--- src/rtl/msd_defines.svh ---
// constants for the memory segment decoder
`ifndef MSD_DEFINES_SVH
`define MSD_DEFINES_SVH
`define MSD_ADDR_W        32
`define MSD_SEG_W         4
`define MSD_SEG_LSB       28
`define MSD_SEG_PROGRAM_FLASH_C  4'h8
`define MSD_SEG_PMU_NC    4'ha
`define MSD_SEG_OVERLAY_RAM     4'hc
`define MSD_SEG_LOCAL     4'hd
`define MSD_OFF_W         28
`define MSD_BOOT_ROM_BASE 28'h0000000
`define MSD_BOOT_ROM_SIZE 28'h0008000
`define MSD_TEST_ROM_BASE 28'h0008000
`define MSD_TEST_ROM_SIZE 28'h0008000
`define MSD_LOCAL_DATA_RAM_BASE    28'h8000000
`define MSD_PF_BASE       28'h0000000
`define MSD_PF_SIZE       28'h0180000
`define MSD_DF_BASE       28'hf000000
`define MSD_DF_SIZE       28'h0008000
`define MSD_BR_BASE       28'hf800000
`define MSD_TR_BASE       28'hf808000
`endif

--- src/rtl/msd_pkg.sv ---
// types for the memory segment decoder
package msd_pkg;
    // target memory of a decoded access
    typedef enum logic [3:0] {
        MSD_TGT_NONE,
        MSD_TGT_PROGRAM_FLASH,
        MSD_TGT_DATA_FLASH,
        MSD_TGT_BOOT_ROM,
        MSD_TGT_TEST_ROM,
        MSD_TGT_OVERLAY_RAM,
        MSD_TGT_SCRATCH_RAM,
        MSD_TGT_LOCAL_DATA_RAM
    } msd_target_t;
    // requesting master group
    typedef enum logic [1:0] {
        MSD_MST_PERIPHERAL,
        MSD_MST_CPU_PROGRAM,
        MSD_MST_CPU_DATA
    } msd_master_t;
    // answer state of a port
    typedef enum logic [1:0] {
        MSD_ST_IDLE,
        MSD_ST_RESP
    } msd_state_t;
endpackage

--- src/rtl/msd_pmu_map.sv ---
// maps a pmu segment offset to one memory of the program memory unit
`timescale 1ns/1ps
`include "msd_defines.svh"
module msd_pmu_map (
    input  wire logic [`MSD_OFF_W-1:0] offset,
    output msd_pkg::msd_target_t       target
);
    // window test
    function automatic logic in_win(input logic [`MSD_OFF_W-1:0] a,
                                    input logic [`MSD_OFF_W-1:0] b,
                                    input logic [`MSD_OFF_W-1:0] s);
        in_win = (a >= b) && (a < b + s);
    endfunction

    // pick the memory whose window holds the offset
    always_comb begin
        if (in_win(offset, `MSD_PF_BASE, `MSD_PF_SIZE)) begin
            target = msd_pkg::MSD_TGT_PROGRAM_FLASH;
        end else if (in_win(offset, `MSD_DF_BASE, `MSD_DF_SIZE)) begin
            target = msd_pkg::MSD_TGT_DATA_FLASH;
        end else if (in_win(offset, `MSD_BR_BASE, `MSD_BOOT_ROM_SIZE)) begin
            target = msd_pkg::MSD_TGT_BOOT_ROM;
        end else if (in_win(offset, `MSD_TR_BASE, `MSD_TEST_ROM_SIZE)) begin
            target = msd_pkg::MSD_TGT_TEST_ROM;
        end else begin
            target = msd_pkg::MSD_TGT_NONE;    // hole inside the segment
        end
    end
endmodule // msd_pmu_map

--- src/rtl/msd_local_map.sv ---
// maps a segment 13 offset for the cpu
`timescale 1ns/1ps
`include "msd_defines.svh"
module msd_local_map (
    input  wire logic [`MSD_OFF_W-1:0] offset,
    output msd_pkg::msd_target_t       target
);
    // rom windows low, local data ram high, scratch-pad in between
    always_comb begin
        if (offset >= `MSD_LOCAL_DATA_RAM_BASE) begin
            target = msd_pkg::MSD_TGT_LOCAL_DATA_RAM;
        end else if (offset < `MSD_TEST_ROM_BASE) begin
            target = msd_pkg::MSD_TGT_BOOT_ROM;
        end else if (offset < `MSD_TEST_ROM_BASE + `MSD_TEST_ROM_SIZE) begin
            target = msd_pkg::MSD_TGT_TEST_ROM;
        end else begin
            target = msd_pkg::MSD_TGT_SCRATCH_RAM;
        end
    end
endmodule // msd_local_map

--- src/rtl/msd_memory_segment_decoder.sv ---
// address segment decoder for peripheral bus masters and cpu memory interfaces
`timescale 1ns/1ps
`include "msd_defines.svh"
module msd_memory_segment_decoder (
    input  wire logic                  sys_clk,
    input  wire logic                  arst_n,
    input  wire logic                  req_valid,      // one-cycle request strobe
    input  msd_pkg::msd_master_t       req_master,     // requesting master group
    input  wire logic [`MSD_ADDR_W-1:0] req_addr,      // byte address
    input  wire logic                  req_write,      // 1 write, 0 read
    output logic                       mem_valid_q,    // access issued to memory
    output msd_pkg::msd_target_t       mem_target_q,   // selected memory
    output logic [`MSD_OFF_W-1:0]      mem_offset_q,   // offset inside segment
    output logic                       mem_write_q,    // write qualifier
    output logic                       mem_cached_q,   // cacheable access
    output logic                       rsp_valid_q,    // answer strobe
    output logic                       rsp_error_q     // bus error answer
);
    logic [`MSD_SEG_W-1:0]   seg;                  // decoded segment
    logic [`MSD_OFF_W-1:0]   off;                  // offset in segment
    msd_pkg::msd_target_t    pmu_tgt;              // pmu memory by offset
    msd_pkg::msd_target_t    loc_tgt;              // segment 13 memory
    msd_pkg::msd_target_t    tgt;                  // final target
    logic                    cached;               // cacheable flag
    logic                    is_cpu;               // cpu side master
    logic                    err;                  // reserved or illegal

    logic                    mem_valid_d;
    msd_pkg::msd_target_t    mem_target_d;
    logic [`MSD_OFF_W-1:0]   mem_offset_d;
    logic                    mem_write_d;
    logic                    mem_cached_d;
    logic                    rsp_valid_d;
    logic                    rsp_error_d;

    // split the address
    assign seg = req_addr[`MSD_ADDR_W-1:`MSD_SEG_LSB];
    assign off = req_addr[`MSD_SEG_LSB-1:0];
    assign is_cpu = (req_master != msd_pkg::MSD_MST_PERIPHERAL);

    // memory window maps
    msd_pmu_map u_pmu_map (
        .offset (off),
        .target (pmu_tgt)
    );
    msd_local_map u_local_map (
        .offset (off),
        .target (loc_tgt)
    );

    // segment decode
    always_comb begin
        tgt    = msd_pkg::MSD_TGT_NONE;
        cached = 1'b0;
        case (seg)
            `MSD_SEG_PROGRAM_FLASH_C: begin
                tgt    = pmu_tgt;
                cached = is_cpu;
            end
            `MSD_SEG_PMU_NC: begin
                tgt    = pmu_tgt;
                cached = 1'b0;
            end
            `MSD_SEG_OVERLAY_RAM: begin
                if (is_cpu) begin
                    tgt    = msd_pkg::MSD_TGT_OVERLAY_RAM;
                    cached = 1'b1;
                end
                // peripheral masters find nothing here
            end
            `MSD_SEG_LOCAL: begin
                if (is_cpu) begin
                    tgt    = loc_tgt;
                    cached = 1'b0;
                end
                // peripheral masters find nothing here
            end
            default: begin
                tgt = msd_pkg::MSD_TGT_NONE;
            end
        endcase
    end

    // writes to the segment 13 roms are refused
    always_comb begin
        err = (tgt == msd_pkg::MSD_TGT_NONE);
        if (seg == `MSD_SEG_LOCAL && req_write &&
            (tgt == msd_pkg::MSD_TGT_BOOT_ROM || tgt == msd_pkg::MSD_TGT_TEST_ROM)) begin
            err = 1'b1;
        end
    end

    // next values of the outputs
    always_comb begin
        mem_valid_d  = req_valid && !err;
        mem_target_d = err ? msd_pkg::MSD_TGT_NONE : tgt;
        mem_offset_d = off;
        mem_write_d  = req_write && !err;
        mem_cached_d = cached && !err;
        rsp_valid_d  = req_valid && err;
        rsp_error_d  = req_valid && err;
        if (!req_valid) begin
            mem_target_d = msd_pkg::MSD_TGT_NONE;
            mem_offset_d = '0;
            mem_write_d  = 1'b0;
            mem_cached_d = 1'b0;
        end
    end

    // output registers
    always_ff @(posedge sys_clk or negedge arst_n) begin
        if (!arst_n) begin
            mem_valid_q  <= 1'b0;
            mem_target_q <= msd_pkg::MSD_TGT_NONE;
            mem_offset_q <= '0;
            mem_write_q  <= 1'b0;
            mem_cached_q <= 1'b0;
            rsp_valid_q  <= 1'b0;
            rsp_error_q  <= 1'b0;
        end else begin
            mem_valid_q  <= mem_valid_d;
            mem_target_q <= mem_target_d;
            mem_offset_q <= mem_offset_d;
            mem_write_q  <= mem_write_d;
            mem_cached_q <= mem_cached_d;
            rsp_valid_q  <= rsp_valid_d;
            rsp_error_q  <= rsp_error_d;
        end
    end
endmodule // msd_memory_segment_decoder

--- config.mk ---
export PLATFORM = sky130hd
export DESIGN_NAME = msd_memory_segment_decoder
export DESIGN_NICKNAME = d
export VERILOG_FILES = /design/src/rtl/msd_pkg.sv /design/src/rtl/msd_pmu_map.sv /design/src/rtl/msd_local_map.sv /design/src/rtl/msd_memory_segment_decoder.sv
export VERILOG_INCLUDE_DIRS = /design/src /design/src/rtl
export SDC_FILE = /design/constraint.sdc
export NUM_CORES = 1
export LEC_CHECK = 0
export ABC_CLOCK_PERIOD_IN_PS = 1500
export BUFFER_PORTS_ARGS = -buffer_cell sky130_fd_sc_hd__buf_2
export CELL_PAD_IN_SITES_DETAIL_PLACEMENT = 1
export CELL_PAD_IN_SITES_GLOBAL_PLACEMENT = 1
export CORE_MARGIN = 10
export CORE_UTILIZATION = 35
export DETAILED_ROUTE_END_ITERATION = 6
export PLACE_DENSITY = 0.93
export SLEW_MARGIN = 20
export SYNTH_ARGS = -nofsm -noshare
export SYNTH_HDL_FRONTEND = slang
export SYNTH_SLANG_ARGS = --single-unit
--- constraint.sdc ---
create_clock -name sys_clk -period 1.5 [get_ports sys_clk]
set_clock_uncertainty 0.2 [all_clocks]
set_input_delay 0.075 -clock sys_clk [delete_from_list [all_inputs] [get_ports sys_clk]]
set_output_delay 0.075 -clock sys_clk [all_outputs]
set_load 0.05 [all_outputs]
# Word-level counts from Yosys, hierarchy flattened
# Cells that the tools add are included.
op_classes:
  order_cmp: 11
  eq_ne: 6
  n_mux: 18
  n_reduce_logical: 15
op_table:
  columns: ["operator", "n"]
  rows:
  - ["$ge A28 B28 Y1 const B", 4]
  - ["$lt A28 B28 Y1 const B", 3]
  - ["$mux W4", 8]
  - ["$ge A28 B1 Y1 const B", 1]
  - ["$lt A28 B16 Y1 const B", 1]
  - ["$lt A28 B17 Y1 const B", 1]
  - ["$lt A28 B21 Y1 const B", 1]
  - ["$mux W28", 1]
  - ["$eq A4 B4 Y1 const B", 4]
  - ["$pmux W4 S3", 1]
  - ["$logic_and A1 B1 Y1", 10]
  - ["$mux W3", 2]
  - ["$eq A4 B2 Y1 const B", 1]
  - ["$eq A4 B3 Y1 const B", 1]
  - ["$logic_not A4 Y1", 1]
  - ["$mux W1", 4]
  - ["$mux W2", 1]
  - ["$pmux W1 S2", 1]
  - ["$reduce_bool A2 Y1", 1]
  - ["$reduce_or A2 Y1", 1]
  - ["$logic_not A1 Y1", 1]
  - ["$logic_or A1 B1 Y1", 1]
totals:
  register_bits: 36
  inputBits: 38
  out_inout_bits: 37
  wordCells: 56

# Logic depth before layout (Yosys ltp)
# Gate-level depths: netlist (run 1).
logic_depth:
  depth_word: 14
  ltp_mapped: 6
  depth_no_buf: 6

# Cells and area by module
# A second synthesis (run 1) with hierarchy kept.
hier_totals:
  hier_cells: 139
  area_unflattened_um2: 1615.3
modules_own_cells:
  columns: ["mod", "instances", "cells_each", "area_each_um2", "seq_area_each_um2"]
  rows:
  - ["msd_memory_segment_decoder", 1, 112, 1416.4, 900.9]
  - ["msd_pmu_map", 1, 17, 117.6, 0.0]
  - ["msd_local_map", 1, 10, 81.3, 0.0]

# Worst setup path before layout (run 1)
# No wires, ideal clock.
synth_path:
  kind: "in2reg"
  from: "in req_addr[19]"
  to: "reg rsp_error_q"
  setup_ns: 0.119
  arrival_time_ns: 1.175
  required_time_ns: 1.181
  setup_slack_ns: 0.006
  cell_stages: 6
  n_path_buf: 0
  cell_sequence: "nor4_4 > and4_4 > o221ai_2 > o21ai_1 > mux2i_1 > and2_1"
synth_between:
  elab_chain_len: 12
  elab_cells_between_ends: 31
  classes_between: "order compare (11); eq/ne (2); mux (10); reduce/logical (8)"
synth_lines:
  columns: ["item", "line_no", "source"]
  rows:
  - ["from (decl)", "msd_memory_segment_decoder.sv:9", "input wire logic [`MSD_ADDR_W-1:0] req_addr,"]
  - ["$ge A28 B28 Y1 / $lt A28 B28 Y1 (equally long branches)", "msd_pmu_map.sv:12", "in_win = (a >= b) && (a < b + s);"]
  - ["$logic_and A1 B1 Y1", "msd_pmu_map.sv:12", null]
  - ["$mux W3", "msd_pmu_map.sv:23", "end else if (in_win(offset, `MSD_TR_BASE, `MSD_TEST_ROM_SIZE)) begin"]
  - ["$mux W4", "msd_pmu_map.sv:21", "end else if (in_win(offset, `MSD_BR_BASE, `MSD_BOOT_ROM_SIZE)) begin"]
  - ["$mux W4", "msd_pmu_map.sv:19", "end else if (in_win(offset, `MSD_DF_BASE, `MSD_DF_SIZE)) begin"]
  - ["$mux W4", "msd_pmu_map.sv:17", "if (in_win(offset, `MSD_PF_BASE, `MSD_PF_SIZE)) begin"]
  - ["$pmux W4 S3 *", "msd_memory_segment_decoder.sv:55", "case (seg)"]
  - ["$eq A4 B2 Y1 / $eq A4 B3 Y1 (equally long branches)", "msd_memory_segment_decoder.sv:88", "(tgt == msd_pkg::MSD_TGT_BOOT_ROM || tgt == msd_pkg::MSD_TGT_TEST_ROM)) begin"]
  - ["$logic_or A1 B1 Y1", "msd_memory_segment_decoder.sv:88", null]
  - ["$logic_and A1 B1 Y1", "msd_memory_segment_decoder.sv:87", "if (seg == `MSD_SEG_LOCAL && req_write &&"]
  - ["$mux W1 *", "msd_memory_segment_decoder.sv:87", null]
  - ["$logic_and A1 B1 Y1 *", "msd_memory_segment_decoder.sv:101", "rsp_error_d = req_valid && err;"]
  - ["via rsp_error_d", "msd_memory_segment_decoder.sv:34", "logic rsp_error_d;"]
  - ["to (signal assigned)", "msd_memory_segment_decoder.sv:127", "rsp_error_q <= rsp_error_d;"]
  - ["to (decl)", "msd_memory_segment_decoder.sv:17", "output logic rsp_error_q"]
# Mark *: on every way through the listed nets, which the timed path passes. The rest lies on a longest branch.

# Final worst setup path (run 1)
layout_path:
  from: "in req_addr[18]"
  to: "reg rsp_error_q"
# Same word-level chain as after synthesis.

==> out/qor.yml, run 1 <==
status:
  status: "finished, violations left"
  failing_checks: "negative hold slack, negative setup slack"
yosys:
  synthTopCellsByCount: "35 x sky130_fd_sc_hd__dfrtp_1, 29 x sky130_fd_sc_hd__and2_1, 6 x sky130_fd_sc_hd__nor2_1"
  synth_sequential_area_ratio: 0.619
  fraction_of_synthesized_area_in_multiplexers: 0.00707
  synth_xor_area_frac: 0
  syn_avg_cell_area_sq_um: 12.2
  synth_most_common_cell: "sky130_fd_sc_hd__dfrtp_1"
  warning_count_from_the_yosys_run: 0
  synthAdderAreaFrac: 0
  mappedNetlistArea_sq_um: 1420
  ys_dominant_reg_cell: "sky130_fd_sc_hd__dfrtp_1"
  synth_top_area_cell: "sky130_fd_sc_hd__dfrtp_1"
  syn_nets: 154
  synthTopCellsByArea: "sky130_fd_sc_hd__dfrtp_1 62%, sky130_fd_sc_hd__and2_1 13%, sky130_fd_sc_hd__nor4_4 3.0%"
  synth_top_family_by_area: "simple AND/OR/NAND/NOR gates"
  synth-seq-cells: 35
  post_synth_num_cell_types: 31
  synth_compound_gate_area_share: 0.0424
  proportion_of_register_bits_with_asynchronous_set_or_reset_after_synthesis: 1.00
  synth_top_area_share: 0.619
  number_of_synthesized_flops_with_an_enable_pin: 0
  yosys.area_share.simple: 0.305
  syn_inst: 116
placement:
  globalplace.congestion: 0.764
  port_buffers: 73
  detailed_place_hpwl_um: 3950
finish:
  num-nets-final: 275
  layout.area.seq_sq_um: 876
  synthToLayoutAreaGrowth_pct: 69.9
  final.fill_count: 440
  antenna_cells_inserted: 0
  drive_gt1_frac: 0.483
  multi_input_comb_area_sq_um: 559
critical_path:
  worst_setup_path_end_kind: "register"
  startpoint_type: "input pin"
  cpLargestDelayFamily: "simple AND/OR/NAND/NOR gates"
  timing_worst_setup_path_type: "input pin to register"
  slowest_stage: "sky130_fd_sc_hd__nor4_4"
  critical_path_peak_fanout: 3
  path_buf_inv: 1
  critical_path_required_ns: 1.52
  timing.critical_path.slowest_cell_delay_ns: 0.36
  worstPathCellList: "buf_2, nor4_4, nand4_1, a22oi_2, o21ai_1, mux2i_2, and2_1"
  timing.critical_path.arrival_ns: 1.57
cts:
  cts_root_buffer: "sky130_fd_sc_hd__clkbuf_8"
  htree_levels: 2
  cts_buffers: 5
  tritoncts_clock_tree: "yes"
  path_clk_slew_ns: 0.07
  cts.path.max_buffers: 2
  clock-sinks: 35
pwr:
  total_leakage_power_uw: 0.00123
  vdd_drop_max_mv: 0.304
  report.power.total_uw: 2180
  power_density_nw_per_um2: 908
routing:
  route.detailed.drc: 0
  route.detailed.vias_per_inst: 4.92
  vias: 1417
  routedWlPerCell_um: 21.9
  final_antenna_net_count: 0
  drt-initial-drc-count: 63
  drt_wl_total_um: 6320
  first_pass_iters: 4
floorplan:
  core_area_sq_um: 3940
  die_height_um: 83.6
  rows: 23
  start_util: 0.359
  chip_width_um: 83.6
  die_area_sq_um: 6990
  boundaryPins: 75
sta:
  grt_setup_unrepaired: "true"
  timing.final.hold_violations: 1
  final.period_utilization: 1.03
  hold_ws_ns: -0.118
  setup_violations: 1
  total_negative_slack_for_setup_checks_ns: -0.0429
  period_minus_slack_ns: 1.54
  final_critical_path_setup_slack_ns: -0.0429
  final-max-slew-violation-count: 0
  fmaxAchievable_mhz: 648
global_routing:
  initial_antenna_violation_count: 0
  globalRoute.totalOverflow: 0
  grt_start_max_net_pins: 36
  grt_first_pass_wirelength_um: 9260
  grt_pass1_vias: 1639
  global_route.usage.total: 0.168
flow_run:
  max_cap_violations: 0
worst_hold_path:
  class_of_the_tightest_hold_or_removal_check: "input pin to register"
[final timing paths]
path	to	slack [ns]	start	cells after the start
setup / recovery	rsp_error_q	-0.04	req_addr[18]	7
hold / removal	mem_cached_q	-0.12	req_addr[29]	3
max in group asynchronous	mem_offset_q[10]	0.56	arst_n	3
min in group asynchronous	mem_offset_q[23]	0.23	arst_n	3
[logic make-up (layout without fill, tap and decap cells)]
kind of cell	after synthesis	count (layout)
other	1	1
AO/OA/AOI/OAI	7	7
AND/OR/NAND/NOR	65	65
multiplexers	1	1
flip-flops	35	35
buffers and inverters	7	129
[cells in the final DEF (no fill, tap or decap), types with 2 or more instances in the layout]
master                          Yosys  final
sky130_fd_sc_hd__nand3_1            2      2
sky130_fd_sc_hd__buf_2              0     69
sky130_fd_sc_hd__buf_8              0      2
sky130_fd_sc_hd__nand4_1            2      2
sky130_fd_sc_hd__and2_1            29     29
sky130_fd_sc_hd__dfrtp_1           35     35
sky130_fd_sc_hd__nor2b_1            2      2
sky130_fd_sc_hd__buf_6              0      2
sky130_fd_sc_hd__buf_4              2     17
sky130_fd_sc_hd__nor2_1             6      4
sky130_fd_sc_hd__nor2_2             0      2
sky130_fd_sc_hd__inv_1              2      2
sky130_fd_sc_hd__and3_1             3      2
sky130_fd_sc_hd__dlygate4sd3_1      0     29
sky130_fd_sc_hd__clkinv_2           0      3
sky130_fd_sc_hd__nor3_1             4      3
sky130_fd_sc_hd__a22oi_2            1      2
sky130_fd_sc_hd__nand2_1            4      4
sky130_fd_sc_hd__clkbuf_8           0      5
sky130_fd_sc_hd__nor4_4             2      3
sky130_fd_sc_hd__nand3b_1           2      2
[timing repair]
| item | CTS | global route |
|---|---|---|
| resized for setup | 0 | 20 |
| endpoints found under the setup margin | 2 | 7 |
| pin swaps | 1 | 11 |
| endpoints found under the hold margin | 63 | 2 |
| buffers inserted | 1 | 3 |
| gates cloned | 0 | 0 |
| hold buffers | 28 | 1 |
[power breakdown]
group          leakage [uW]  total, uW  internal [uW]  switching [uW]
Clock             0.0000477        660            317             343
Sequential         0.000456       1000            987            16.2
Combinational      0.000727        521            188             332
Total               0.00123       2180           1490             692
[state kept, by name, summed over array words and instances, names as in the netlist]
name,flops
mem_target_q,3
mem_valid_q,1
mem_write_q,1
mem_cached_q,1
rsp_error_q,1
mem_offset_q,28
[area by class of cell]
type / count / share of cell area
clock buffers: 5 / 0.0286
clock inverters: 3 / 0.00624
inverters: 2 / 0.00312
multi-input cells: 74 / 0.233
flip-flops and latches: 35 / 0.364
well taps: 50 / 0.0260
repair buffers: 119 / 0.339
[routing by layer]
layer  vias to the layer above  global-route usage  part of all wire  routed length, um
met5                         -                   0                 0                  0
met4                         0              0.0609             0.023                144
met3                        14              0.0273             0.051                321
met2                        65               0.342              0.58               3660
met1                       708               0.161              0.35               2200
li1                        630                   -                 -                  -
[per-stage QoR]
stage	cell area, sq um	cells	utilization	setup WS (ns)	hold WS [ns]
floorplan	1420	116	-	0.00631	-0.421
global placement	1910	247	0.486	-0.234	-0.0808
detailed placement	1910	247	0.486	-0.342	-0.0413
CTS	2290	284	0.580	0.00842	-0.123
global route	2400	288	0.610	-0.179	-0.0989
finish	2400	288	0.610	-0.0429	-0.118
(Power assumes the default switching activity.)
==> run 2, diff against run 1 <==
- CORE_ASPECT_RATIO: default -> 1.75
==> out/qor.yml, run 2 (synthesized netlist as in run 1, its figures left out) <==
status:
  status: "finished, violations left"
  failing_checks: "negative hold slack, negative setup slack"
critical_path:
  timing.critical_path.arrival_ns: 1.60
  timing_worst_setup_path_type: "input pin to register"
  critical_path_required_ns: 1.46
  timing.critical_path.slowest_cell_delay_ns: 0.33
  slowest_stage: "sky130_fd_sc_hd__a22oi_2"
  startpoint_type: "input pin"
  critical-path-top-cell-by-count: "sky130_fd_sc_hd__buf_4"
  worstPathCellList: "buf_8, nor4_4, buf_4, nand4_1, a22oi_2, buf_4, inv_1, nor2_1, a211oi_2"
  worst_setup_path_end_kind: "register"
  cpLargestDelayFamily: "simple AND/OR/NAND/NOR gates"
  critical_path_peak_fanout: 4
  path_buf_inv: 4
worst_hold_path:
  class_of_the_tightest_hold_or_removal_check: "input pin to register"
  worst_hold_path.num_cells: 3
  worstHoldStart: "req_addr[29]"
  min_to: "mem_cached_q"
routing:
  drt_wl_total_um: 5750
  final_antenna_net_count: 0
  vias: 1385
  routedWlPerCell_um: 19.8
  drt-initial-drc-count: 30
  first_pass_iters: 4
  route.detailed.vias_per_inst: 4.78
  route.detailed.drc: 0
sta:
  setup_violations: 5
  timing.final.hold_violations: 1
  final-max-slew-violation-count: 0
  total_negative_slack_for_setup_checks_ns: -0.395
  final_critical_path_setup_slack_ns: -0.135
  grt_setup_unrepaired: "true"
  period_minus_slack_ns: 1.64
  hold_ws_ns: -0.123
  final.period_utilization: 1.09
  fmaxAchievable_mhz: 612
pwr:
  sequential_share_of_power: 0.453
  netSwitchingFraction: 0.304
  combPwrFrac: 0.231
  cell_internal_pwr_uw: 1540
  power_density_nw_per_um2: 911
  vdd_drop_max_mv: 0.612
  clock_power_share: 0.316
  power_switching_uw: 670
  total_leakage_power_uw: 0.00125
global_routing:
  globalRoute.totalOverflow: 0
  global_route.usage.total: 0.168
  initial_antenna_violation_count: 0
  grt_pass1_vias: 1585
  grt_start_max_net_pins: 36
  grt_first_pass_wirelength_um: 8820
finish:
  fin_cells: 290
  final_cell_mix: "69 x sky130_fd_sc_hd__buf_2, 35 x sky130_fd_sc_hd__dfrtp_1, 30 x sky130_fd_sc_hd__dlygate4sd3_1"
  antenna_cells_inserted: 0
  drive_gt1_frac: 0.475
  num-nets-final: 280
  largest_register_ffs: 28
  layout_commonest_cell: "sky130_fd_sc_hd__buf_2"
  registers.top_by_ff_count: "mem_offset_q"
  layout_top_registers: "mem_offset_q (28), mem_target_q (3)"
  synthToLayoutAreaGrowth_pct: 71.2
floorplan:
  rows: 30
  boundaryPins: 75
  chip_width_um: 68.1
  start_util: 0.362
  die_height_um: 104
  die_area_sq_um: 7090
  core_area_sq_um: 3900
flow_run:
  max_cap_violations: 0
cts:
  cts_buffers: 5
  htree_levels: 2
  cts.path.max_buffers: 2
  clock-sinks: 35
  tritoncts_clock_tree: "yes"
  cts_root_buffer: "sky130_fd_sc_hd__clkbuf_8"
  cts-hold-fix-buffers: 30
  path_clk_slew_ns: 0.07
placement:
  globalplace.congestion: 0.949
  detailedPlace.worstSlack_ns: -0.303
  detailed_place_hpwl_um: 3620
  place.detailed.instances: 249
  port_buffers: 73
run 2: cell types whose count changed in the layout (fill, tap and decap cells not counted), moves of 2 or more:
| cell | before | now |
|---|---|---|
| sky130_fd_sc_hd__buf_4 | 17 | 20 |
| sky130_fd_sc_hd__buf_6 | 2 | 4 |
| sky130_fd_sc_hd__clkinv_2 | 3 | 1 |
| sky130_fd_sc_hd__nor2_2 | 2 | 0 |
| sky130_fd_sc_hd__nor2_4 | 0 | 2 |
run 2: worst max path at each step:
| stage | slack (ns) | to | cells past startpoint | from |
|---|---|---|---|---|
| after floorplan | 0.006 | rsp_error_q | 6 | req_addr[19] |
| after global placement | -0.22 | rsp_error_q | 7 | req_addr[19] |
| after detailed placement | -0.30 | rsp_error_q | 7 | req_addr[19] |
| after CTS | 0.008 | mem_write_q | 8 | req_addr[16] |
| after global routing | -0.19 | mem_write_q | 9 | req_addr[19] |
| final | -0.14 | mem_write_q | 9 | req_addr[19] |
run 2: power groups by stage:
stage / clock network [uW] / logic [uW] / registers (uW)
after floorplan: 0 / 83.9 / 1180
after global placement: 0 / 413 / 1010
after detailed placement: 0 / 424 / 1020
after CTS: 696 / 491 / 998
after global routing: 757 / 541 / 1000
final: 697 / 511 / 999
run 2: cell type report:
cell class / count / area [sq um]
tap: 48 / 60.1
sequential: 35 / 876
clock inverter: 1 / 5.00
fill: 465 / 1480
multi-input combinational: 74 / 536
timing repair buffer: 124 / 856
inverter: 2 / 7.51
clock buffer: 6 / 82.6
run 2: tightest hold or removal path: cells and delay by family:
family / cells / cell delay, ns
buffers and inverters: 1 / 0.09
and+or+nand+nor: 2 / 0.16
run 2: per-layer routing:
metal | global-route usage | wire (um)
met4 | 0.0766 | 191
met2 | 0.299 | 3190
met3 | 0.0399 | 295
met5 | 0 | 0
met1 | 0.172 | 2070
run 2: repair_timing:
item                                    CTS  global route
endpoints found under the setup margin    4             7
resized for setup                         1            16
pin swaps                                 5             6
cloned                                    0             0
setup buffers                             2             2
endpoints found under the hold margin    65             1
run 2: per-stage QoR:
stage / power [uW] / util / area (sq um)
floorplan: 1260 / - / 1420
global placement: 1430 / 0.497 / 1940
detailed placement: 1440 / 0.497 / 1940
CTS: 2180 / 0.602 / 2350
global route: 2300 / 0.621 / 2420
finish: 2210 / 0.621 / 2420
